### src/dwb_buf.sv
// package of shared constants and the two-entry beat buffer
package dwb_pkg;
   // burst field of mode_register_zero bits 1:0
   localparam logic [1:0] BURST_FIXED_EIGHT = 2'h0;
   localparam logic [1:0] BURST_ON_THE_FLY  = 2'h1;
   localparam logic [1:0] BURST_FIXED_CHOP  = 2'h2;
   // device organisation codes
   localparam logic [1:0] ORG_X4            = 2'h0;
   localparam logic [1:0] ORG_X8            = 2'h1;
   localparam logic [1:0] ORG_X16           = 2'h2;
   // beat counts
   localparam logic [3:0] BEATS_EIGHT       = 4'h8;
   localparam logic [3:0] BEATS_FOUR        = 4'h4;
   // widths
   localparam int         DATA_W            = 16;
   localparam int         LANES             = 2;
   localparam int         COL_W             = 10;
   localparam int         BANK_W            = 4;
   localparam int         ENTRY_W           = DATA_W + LANES + BANK_W + COL_W;
   // timing figures
   localparam int         CLK_PERIOD_NS     = 100;
   localparam int         STROBE_PERIOD_NS  = 800;
   localparam int         STROBE_HALF_CYC   = (STROBE_PERIOD_NS / 2) / CLK_PERIOD_NS;
   // reset values
   localparam logic [5:0] LAT_RESET         = 6'h00;
   localparam logic [3:0] BEAT_RESET        = 4'h0;
   // state codes
   typedef enum logic [1:0] {
      ST_IDLE = 2'b00,
      ST_LAT  = 2'b01,
      ST_DATA = 2'b10
   } dwb_state_t;
endpackage : dwb_pkg

`timescale 1ns/100ps

////////////////////////////////////////////////////////////////////////////////
// two-entry buffer; head entry and flags come straight from flip-flops
module dwb_buf #(
   parameter int WIDTH = 32
) (
   input  wire logic             clk,
   input  wire logic             rst_n,
   input  wire logic             valid_in,
   output logic                  ready_in,
   input  wire logic [WIDTH-1:0] data_in,
   output logic                  valid_out,
   input  wire logic             ready_out,
   output logic      [WIDTH-1:0] data_out
);
   logic [WIDTH-1:0] slot0_r, slot0_nxt, slot1_r, slot1_nxt;
   logic             v0_r, v0_nxt, v1_r, v1_nxt;
   logic             push, pop;

   // pop shifts slot one forward, push fills the first free slot
   always_comb begin
      push      = valid_in && !v1_r;
      pop       = v0_r && ready_out;
      slot0_nxt = slot0_r;
      slot1_nxt = slot1_r;
      v0_nxt    = v0_r;
      v1_nxt    = v1_r;
      if (pop) begin
         slot0_nxt = slot1_r;
         v0_nxt    = v1_r;
         v1_nxt    = 1'b0;
      end
      if (push) begin
         if (!v0_nxt) begin
            slot0_nxt = data_in;
            v0_nxt    = 1'b1;
         end else begin
            slot1_nxt = data_in;
            v1_nxt    = 1'b1;
         end
      end
   end

   // register the buffer
   always_ff @(posedge clk) begin
      if (!rst_n) begin
         slot0_r <= '0;
         slot1_r <= '0;
         v0_r    <= 1'b0;
         v1_r    <= 1'b0;
      end else begin
         slot0_r <= slot0_nxt;
         slot1_r <= slot1_nxt;
         v0_r    <= v0_nxt;
         v1_r    <= v1_nxt;
      end
   end

   assign ready_in  = !v1_r;  // full only when both slots hold
   assign valid_out = v0_r;
   assign data_out  = slot0_r;
endmodule : dwb_buf

### src/dwb_write_path.sv
// write-burst path of the memory device: burst selection, masking, auto precharge
//
// Contract
// - accept fixed eight-beat, fixed chop-four, or per-command burst length.
// - on-the-fly mode: A12 low gives chop-four, A12 high gives eight beats.
// - A10 low: plain write, bank stays active after the burst.
// - A10 high: bank precharges automatically once the burst finishes.
// - masking exists on x8 and x16 organisations only, never on x4.
// - mask pin shared with bus inversion and termination strobe; one use at once.
// - masking only on writes; masking and bus inversion are mutually exclusive.
// - mask low on a lane during a beat discards that lane's data.
// - mask high on a lane during a beat stores that lane's data.
// - with write crc on, masking enable picks persistent versus nonpersistent crc.
// - eight beats when burst field is 00, or 01 with A12 high.
// - burst field 10 forces chop-four on every write regardless of A12.
// - write latency equals additive latency plus cas write latency.
`timescale 1ns/100ps

module dwb_write_path (
   input  wire logic                                 clk,
   input  wire logic                                 rst_n,
   // mode settings
   input  wire logic [1:0]                           burst_mode,
   input  wire logic [4:0]                           additive_latency,
   input  wire logic [4:0]                           cas_write_latency,
   input  wire logic [1:0]                           org_width,
   input  wire logic                                 mask_enable,
   input  wire logic                                 bus_inversion_enable,
   input  wire logic                                 termination_strobe_enable,
   input  wire logic                                 crc_enable,
   // write command, on clk
   input  wire logic                                 wr_cmd,
   input  wire logic                                 addr_a10,
   input  wire logic                                 addr_a12,
   input  wire logic [dwb_pkg::BANK_W-1:0]           cmd_bank,
   input  wire logic [dwb_pkg::COL_W-1:0]            cmd_col,
   // link pins, asynchronous to clk
   input  wire logic                                 strobe_in,
   input  wire logic [dwb_pkg::DATA_W-1:0]           dq_in,
   input  wire logic [dwb_pkg::LANES-1:0]            write_mask_n,
   // array write side
   output logic                                      arr_valid,
   input  wire logic                                 arr_ready,
   output logic      [dwb_pkg::DATA_W-1:0]           arr_data,
   output logic      [dwb_pkg::LANES-1:0]            arr_lane_en,
   output logic      [dwb_pkg::BANK_W-1:0]           arr_bank,
   output logic      [dwb_pkg::COL_W-1:0]            arr_col,
   // status
   output logic                                      precharge_start_r,
   output logic      [dwb_pkg::BANK_W-1:0]           precharge_bank_r,
   output logic                                      burst_done_r,
   output logic                                      busy_r,
   output logic                                      overflow_r,
   output logic                                      crc_persistent_r
);
   ////////////////////////////////////////////////////////////////////////////
   // three-flop synchronisers for strobe, data and mask pins
   localparam int PIN_W = 1 + dwb_pkg::DATA_W + dwb_pkg::LANES;
   logic [PIN_W-1:0] pin_s1_r, pin_s2_r, pin_s3_r;
   logic             strobe_stable_r, strobe_stable_nxt;
   logic             beat_edge;

   // stable level updates when second and third stages agree
   always_comb begin
      strobe_stable_nxt = strobe_stable_r;
      beat_edge         = 1'b0;
      if (pin_s2_r[PIN_W-1] == pin_s3_r[PIN_W-1]) begin
         strobe_stable_nxt = pin_s3_r[PIN_W-1];
         beat_edge         = pin_s3_r[PIN_W-1] != strobe_stable_r;
      end
   end

   // synchroniser stages
   always_ff @(posedge clk) begin
      if (!rst_n) begin
         pin_s1_r        <= '0;
         pin_s2_r        <= '0;
         pin_s3_r        <= '0;
         strobe_stable_r <= 1'b0;
      end else begin
         pin_s1_r        <= {strobe_in, write_mask_n, dq_in};
         pin_s2_r        <= pin_s1_r;
         pin_s3_r        <= pin_s2_r;
         strobe_stable_r <= strobe_stable_nxt;
      end
   end

   ////////////////////////////////////////////////////////////////////////////
   // mode decode
   logic                       mask_on;
   logic [dwb_pkg::LANES-1:0]  lane_present;
   logic                       cmd_eight;
   logic                       cmd_fixed_chop;
   logic [5:0]                 write_lat;

   always_comb begin
      mask_on = mask_enable && !bus_inversion_enable && !termination_strobe_enable &&
                (org_width != dwb_pkg::ORG_X4);
      lane_present = (org_width == dwb_pkg::ORG_X16) ? 2'h3 : 2'h1;
      cmd_eight = (burst_mode == dwb_pkg::BURST_FIXED_EIGHT) ||
                  ((burst_mode == dwb_pkg::BURST_ON_THE_FLY) && addr_a12);
      cmd_fixed_chop = (burst_mode == dwb_pkg::BURST_FIXED_CHOP);
      write_lat = {1'b0, additive_latency} + {1'b0, cas_write_latency};
   end

   ////////////////////////////////////////////////////////////////////////////
   // burst sequencer
   dwb_pkg::dwb_state_t            state_r, state_nxt;
   logic [5:0]                     lat_r, lat_nxt;
   logic [5:0]                     lat_tgt_r, lat_tgt_nxt;
   logic [3:0]                     beat_r, beat_nxt;
   logic [3:0]                     edges_r, edges_nxt;   // strobe edges in burst
   logic [3:0]                     keep_r, keep_nxt;     // beats that are stored
   logic                           ap_r, ap_nxt;
   logic [dwb_pkg::BANK_W-1:0]     bank_r, bank_nxt;
   logic [dwb_pkg::COL_W-1:0]      col_r, col_nxt;
   logic                           pre_nxt, done_nxt, ovf_nxt, crc_nxt;
   logic [dwb_pkg::BANK_W-1:0]     pre_bank_nxt;
   logic                           push;
   logic                           buf_ready;
   logic [dwb_pkg::LANES-1:0]      lane_en;
   logic [dwb_pkg::ENTRY_W-1:0]    entry;

   always_comb begin
      state_nxt    = state_r;
      lat_nxt      = lat_r;
      lat_tgt_nxt  = lat_tgt_r;
      beat_nxt     = beat_r;
      edges_nxt    = edges_r;
      keep_nxt     = keep_r;
      ap_nxt       = ap_r;
      bank_nxt     = bank_r;
      col_nxt      = col_r;
      pre_nxt      = 1'b0;
      pre_bank_nxt = precharge_bank_r;
      done_nxt     = 1'b0;
      ovf_nxt      = overflow_r;
      push         = 1'b0;
      crc_nxt      = crc_enable && mask_on;
      lane_en      = mask_on ? (pin_s3_r[dwb_pkg::DATA_W +: dwb_pkg::LANES] & lane_present)
                             : lane_present;
      entry        = {pin_s3_r[dwb_pkg::DATA_W-1:0], lane_en, bank_r,
                      col_r + {{(dwb_pkg::COL_W-4){1'b0}}, beat_r}};
      case (state_r)
         dwb_pkg::ST_IDLE: begin
            if (wr_cmd) begin
               state_nxt   = dwb_pkg::ST_LAT;
               lat_nxt     = dwb_pkg::LAT_RESET;
               lat_tgt_nxt = write_lat;
               beat_nxt    = dwb_pkg::BEAT_RESET;
               edges_nxt   = cmd_fixed_chop ? dwb_pkg::BEATS_FOUR : dwb_pkg::BEATS_EIGHT;
               keep_nxt    = (cmd_eight && !cmd_fixed_chop) ? dwb_pkg::BEATS_EIGHT
                                                            : dwb_pkg::BEATS_FOUR;
               ap_nxt      = addr_a10;
               bank_nxt    = cmd_bank;
               col_nxt     = cmd_col;
            end
         end
         dwb_pkg::ST_LAT: begin
            if (lat_r >= lat_tgt_r) begin
               state_nxt = dwb_pkg::ST_DATA;
            end else begin
               lat_nxt = lat_r + 6'h01;
            end
         end
         dwb_pkg::ST_DATA: begin
            if (beat_edge) begin
               if (beat_r < keep_r) begin
                  push = 1'b1;
                  if (!buf_ready) begin
                     ovf_nxt = 1'b1;  // sticky: the link cannot be stalled
                  end
               end
               beat_nxt = beat_r + 4'h1;
               if (beat_r + 4'h1 == edges_r) begin
                  state_nxt    = dwb_pkg::ST_IDLE;
                  done_nxt     = 1'b1;
                  pre_nxt      = ap_r;
                  pre_bank_nxt = bank_r;
               end
            end
         end
         default: begin
            state_nxt = dwb_pkg::ST_IDLE;
         end
      endcase
   end

   // register the sequencer
   always_ff @(posedge clk) begin
      if (!rst_n) begin
         state_r           <= dwb_pkg::ST_IDLE;
         lat_r             <= dwb_pkg::LAT_RESET;
         lat_tgt_r         <= dwb_pkg::LAT_RESET;
         beat_r            <= dwb_pkg::BEAT_RESET;
         edges_r           <= dwb_pkg::BEAT_RESET;
         keep_r            <= dwb_pkg::BEAT_RESET;
         ap_r              <= 1'b0;
         bank_r            <= '0;
         col_r             <= '0;
         precharge_start_r <= 1'b0;
         precharge_bank_r  <= '0;
         burst_done_r      <= 1'b0;
         busy_r            <= 1'b0;
         overflow_r        <= 1'b0;
         crc_persistent_r  <= 1'b0;
      end else begin
         state_r           <= state_nxt;
         lat_r             <= lat_nxt;
         lat_tgt_r         <= lat_tgt_nxt;
         beat_r            <= beat_nxt;
         edges_r           <= edges_nxt;
         keep_r            <= keep_nxt;
         ap_r              <= ap_nxt;
         bank_r            <= bank_nxt;
         col_r             <= col_nxt;
         precharge_start_r <= pre_nxt;
         precharge_bank_r  <= pre_bank_nxt;
         burst_done_r      <= done_nxt;
         busy_r            <= state_nxt != dwb_pkg::ST_IDLE;
         overflow_r        <= ovf_nxt;
         crc_persistent_r  <= crc_nxt;
      end
   end

   ////////////////////////////////////////////////////////////////////////////
   // beat buffer toward the array
   dwb_buf #(
      .WIDTH (dwb_pkg::ENTRY_W)
   ) u_buf (
      .clk       (clk),
      .rst_n     (rst_n),
      .valid_in  (push),
      .ready_in  (buf_ready),
      .data_in   (entry),
      .valid_out (arr_valid),
      .ready_out (arr_ready),
      .data_out  ({arr_data, arr_lane_en, arr_bank, arr_col})
   );
endmodule : dwb_write_path

### config.mk
export PLATFORM = sky130hd
export DESIGN_NAME = dwb_write_path
export DESIGN_NICKNAME = d
export VERILOG_FILES = /design/src/dwb_buf.sv /design/src/dwb_write_path.sv
export SDC_FILE = /design/constraint.sdc
export NUM_CORES = 1
export LEC_CHECK = 0
export ABC_AREA = 1
export BUFFER_PORTS_ARGS = -buffer_cell sky130_fd_sc_hd__clkbuf_2
export CORE_MARGIN = 2
export CORE_UTILIZATION = 60
export CTS_BUF_LIST = sky130_fd_sc_hd__clkbuf_4
export DETAILED_ROUTE_END_ITERATION = 8
export PLACE_DENSITY = 0.87
export SYNTH_ARGS = -nofsm -noshare
export SYNTH_HDL_FRONTEND = slang
export SYNTH_SLANG_ARGS = --single-unit
### constraint.sdc
create_clock -name clk -period 1.75 [get_ports clk]
set_clock_uncertainty 0.05 [all_clocks]
set_input_delay 0.175 -clock clk [delete_from_list [all_inputs] [get_ports clk]]
set_output_delay 0.175 -clock clk [all_outputs]
set_load 0.01 [all_outputs]
==> reports/qor.txt <==
Final Cycle Share: 96.80%
synthesized cell area: 7291 sq um
RR Startpoint: beat_r[3]
CP max stage cell: dfxtp_4
Routed Antenna Nets: 0
I/O pin count: 99
CP Depth: 9
dpl cells: 1279
crit-path leading delay family: simple AND/OR/NAND/NOR gates
max_cap viols: 0
CP Cell Sequence: ha_4 -> nand2_1 -> nand2_2 -> nor2_8 -> nand3_2 -> buf_12 -> nand2_1 -> nand2_1 -> nor2_1
die extent in y: 114.2 microns
area of the core: 11910 sq um
via count: 6791
die span in x: 114.2 microns
Multi-input gate area: 3153 sq um
Synth warnings: 0
reg2reg setup slack: 0.06 ns
die area: 13050 sq um
P_sw: 1.968 mW
first-pass GRT wire length: 27420 microns
synth top area cells: dfxtp_1, nand2_1, inv_1, nor2_1, o21ai_0
initial cell density of the core: 61.21%
Remaining DRCs: 0
crit path DAT: 2.14 ns
clock slew at reported path FFs: 0.15 ns
Sequential Power Share: 55.7%
critical path class: flop to flop
Syn-to-layout area delta: 23.84%
Peak VDD IR: 0.6250 mV
H-tree Lvls: 4
DP HPWL: 10300 microns
leak pwr: 4.871 nW
Via density: 4.971
Pre-antenna DRT Iters: 7
gr ovfl total: 0
Critical path destination: u_buf.slot1_r[27]
Worst Hold Slack: 0.03033 ns
commonest cells after routing, fill and taps aside: nand2_1, inv_1, dfxtp_1, nor2_1, clkbuf_2
Clk Latency, worst-skew pair: 0.56 ns
mean post-synth cell area: 6.917 sq um
antenna violations before repair: 1
Layout Cells excl Fill: 1366
Worst Path Buf+Inv: 1
fraction of power consumed by combinational cells: 10.6%
most frequent CP cell: nand2_1
fraction of layout cells with a size suffix above 1: 16.26%
fmax: 590.3 MHz
worst stage delay on the critical path: 0.41 ns
Cell Rows: 40
clock root buffer: clkbuf_4
Routed WL: 17480 microns
R2R cell count: 9
Syn Inst Count: 1054
Slew headroom: 63.41%
largest net degree at the start of global routing: 122
total global-route track usage: 26.33%
Buffers on Ports: 98
switching share of power: 26.79%
# fillers: 832
Worst setup EP type: flop
Min-Delay Path Class: input port to flop
syn_nets: 1131
Critical Path RT: 2.19 ns
area leader, netlist: dfxtp_1
internal power: 5.377 mW
sequential area share after synthesis: 46.68%
Final Setup Violations: 0
gpl congestion: 0.8898
Starting DRT DRC Count: 559
FF+latch count, synth: 170
Clk pwr share: 33.7%
Clock Tree Buf Depth: 2
number of unique standard cell types used by synthesis: 32
CTS Sinks: 170
Worst Setup SP: beat_r[3]
FF-to-FF End: u_buf.slot1_r[27]
top cell type's share of synthesized area: 46.68%
Worst Max-Slew Pin Slew: 0.5489 ns
vias in the first global route: 6121
Final Hold Fails: 0
Max Transition Viols Final: 0
CP Launch Type: flop
CTS buffer count: 17
# nets final: 1282
commonest non-fill, non-tap cell in the layout: nand2_1
CP max FO: 27
Final min period: 1.694 ns
status: finished clean
CTS tree: yes
WL/cell: 12.80 microns
register area: 3415 sq um
PwrDens: 813.5 nW/um^2
layer usage:
| metal | part of all wire (%) | track usage, % | routed length, microns |
|---|---|---|---|
| met1 | 41 | 31.81 | 7108 |
| met2 | 49 | 43.69 | 8620 |
| met3 | 7.1 | 7.200 | 1239 |
| met4 | 2.9 | 12.36 | 514 |
| met5 | 0 | 0 | 0 |
registers in the layout, indices dropped and copies added (netlist names), 4 cells and up:
register          cells
bank_r                4
lat_tgt_r             6
u_buf.data_out       32
lat_r                 6
u_buf.slot1_r        32
pin_s1_r             19
pin_s3_r             19
beat_r                4
pin_s2_r             19
col_r                10
precharge_bank_r      4
synth_stat cells (all sizes together):
master  instances
xor2            5
nand3          32
nor2          137
nand4          13
a211oi          2
buf            20
a22o            6
dfxtp         170
o22ai           3
clkbuf         22
a31oi           1
a21oi          36
o21ai          53
fa              2
or2             1
xnor2           2
nor3            3
ha             18
inv           175
nand2         353
power by group through the flow:
stage / Combinational (mW) / Clock (mW) / Sequential (mW)
final: 0.777 / 2.48 / 4.09
after global placement: 0.601 / 0 / 4.17
after detailed placement: 0.618 / 0 / 4.17
after floorplan: 0.418 / 0 / 4.15
after global routing: 0.868 / 2.68 / 4.11
after CTS: 0.717 / 2.52 / 4.08
worst min path at each step:
stage                                    from           end  cells past startpoint
after floorplan                      dq_in[0]   pin_s1_r[0]                      2
after global placement        write_mask_n[0]  pin_s1_r[16]                      3
after detailed placement            dq_in[14]  pin_s1_r[14]                      3
after CTS                 additive_latency[3]  lat_tgt_r[3]                      5
after global routing                arr_ready    u_buf.v1_r                      4
final                               arr_ready    u_buf.v1_r                      4
worst min-delay path, delay by kind of cell:
family | cells | cell delay [ns]
AOI/OAI and AO/OA | 1 | 0.06
buffers and inverters | 1 | 0.12
and+or+nand+nor | 2 | 0.24
what timing repair did:
item,in CTS,in global routing
buffers inserted,0,2
cloned,0,3
pin swaps,0,8
setup endpoints to repair,14,65
gates resized for setup,3,28
hold buffers,50,0
hold endpoints to repair,46,0
through the flow:
step	setup TNS [ns]	area, sq um	setup slack [ns]	total power, mW	util (%)
2_1_floorplan	0	7291	0.1209	4.567	-
3_3_place_gp	0	7999	0.08379	4.766	67.15
3_5_place_dp	-0.005102	7999	-0.005102	4.787	67.15
4_1_cts	0	8823	0.0007734	7.325	74.08
5_1_grt	-0.08140	9029	-0.01866	7.651	75.80
6_report	0	9029	0.05597	7.345	75.80
cells by family (layout without fill, tap and decap cells):
logic type	count (synthesis)	count (layout)	share of synthesized area [%]
flip-flops	170	170	46.68
buffers and inverters	217	381	11.57
AO/OA/AOI/OAI	101	101	7.379
AND/OR/NAND/NOR	539	539	29.90
XOR/XNOR	7	7	0.8409
other	0	1	0
adder cells (fa/ha/maj)	20	20	3.638
area by class of cell:
cell class              count  share of cell area, %
diodes                      1                0.02772
flip-flops and latches    170                  37.82
repair buffers            174                  14.41
multi-input cells         667                  34.92
well taps                 147                  2.037
clock buffers              18                  1.497
inverters                 175                  7.275
clock inverters            14                  2.009
Power figures use the tool's default switching activity.
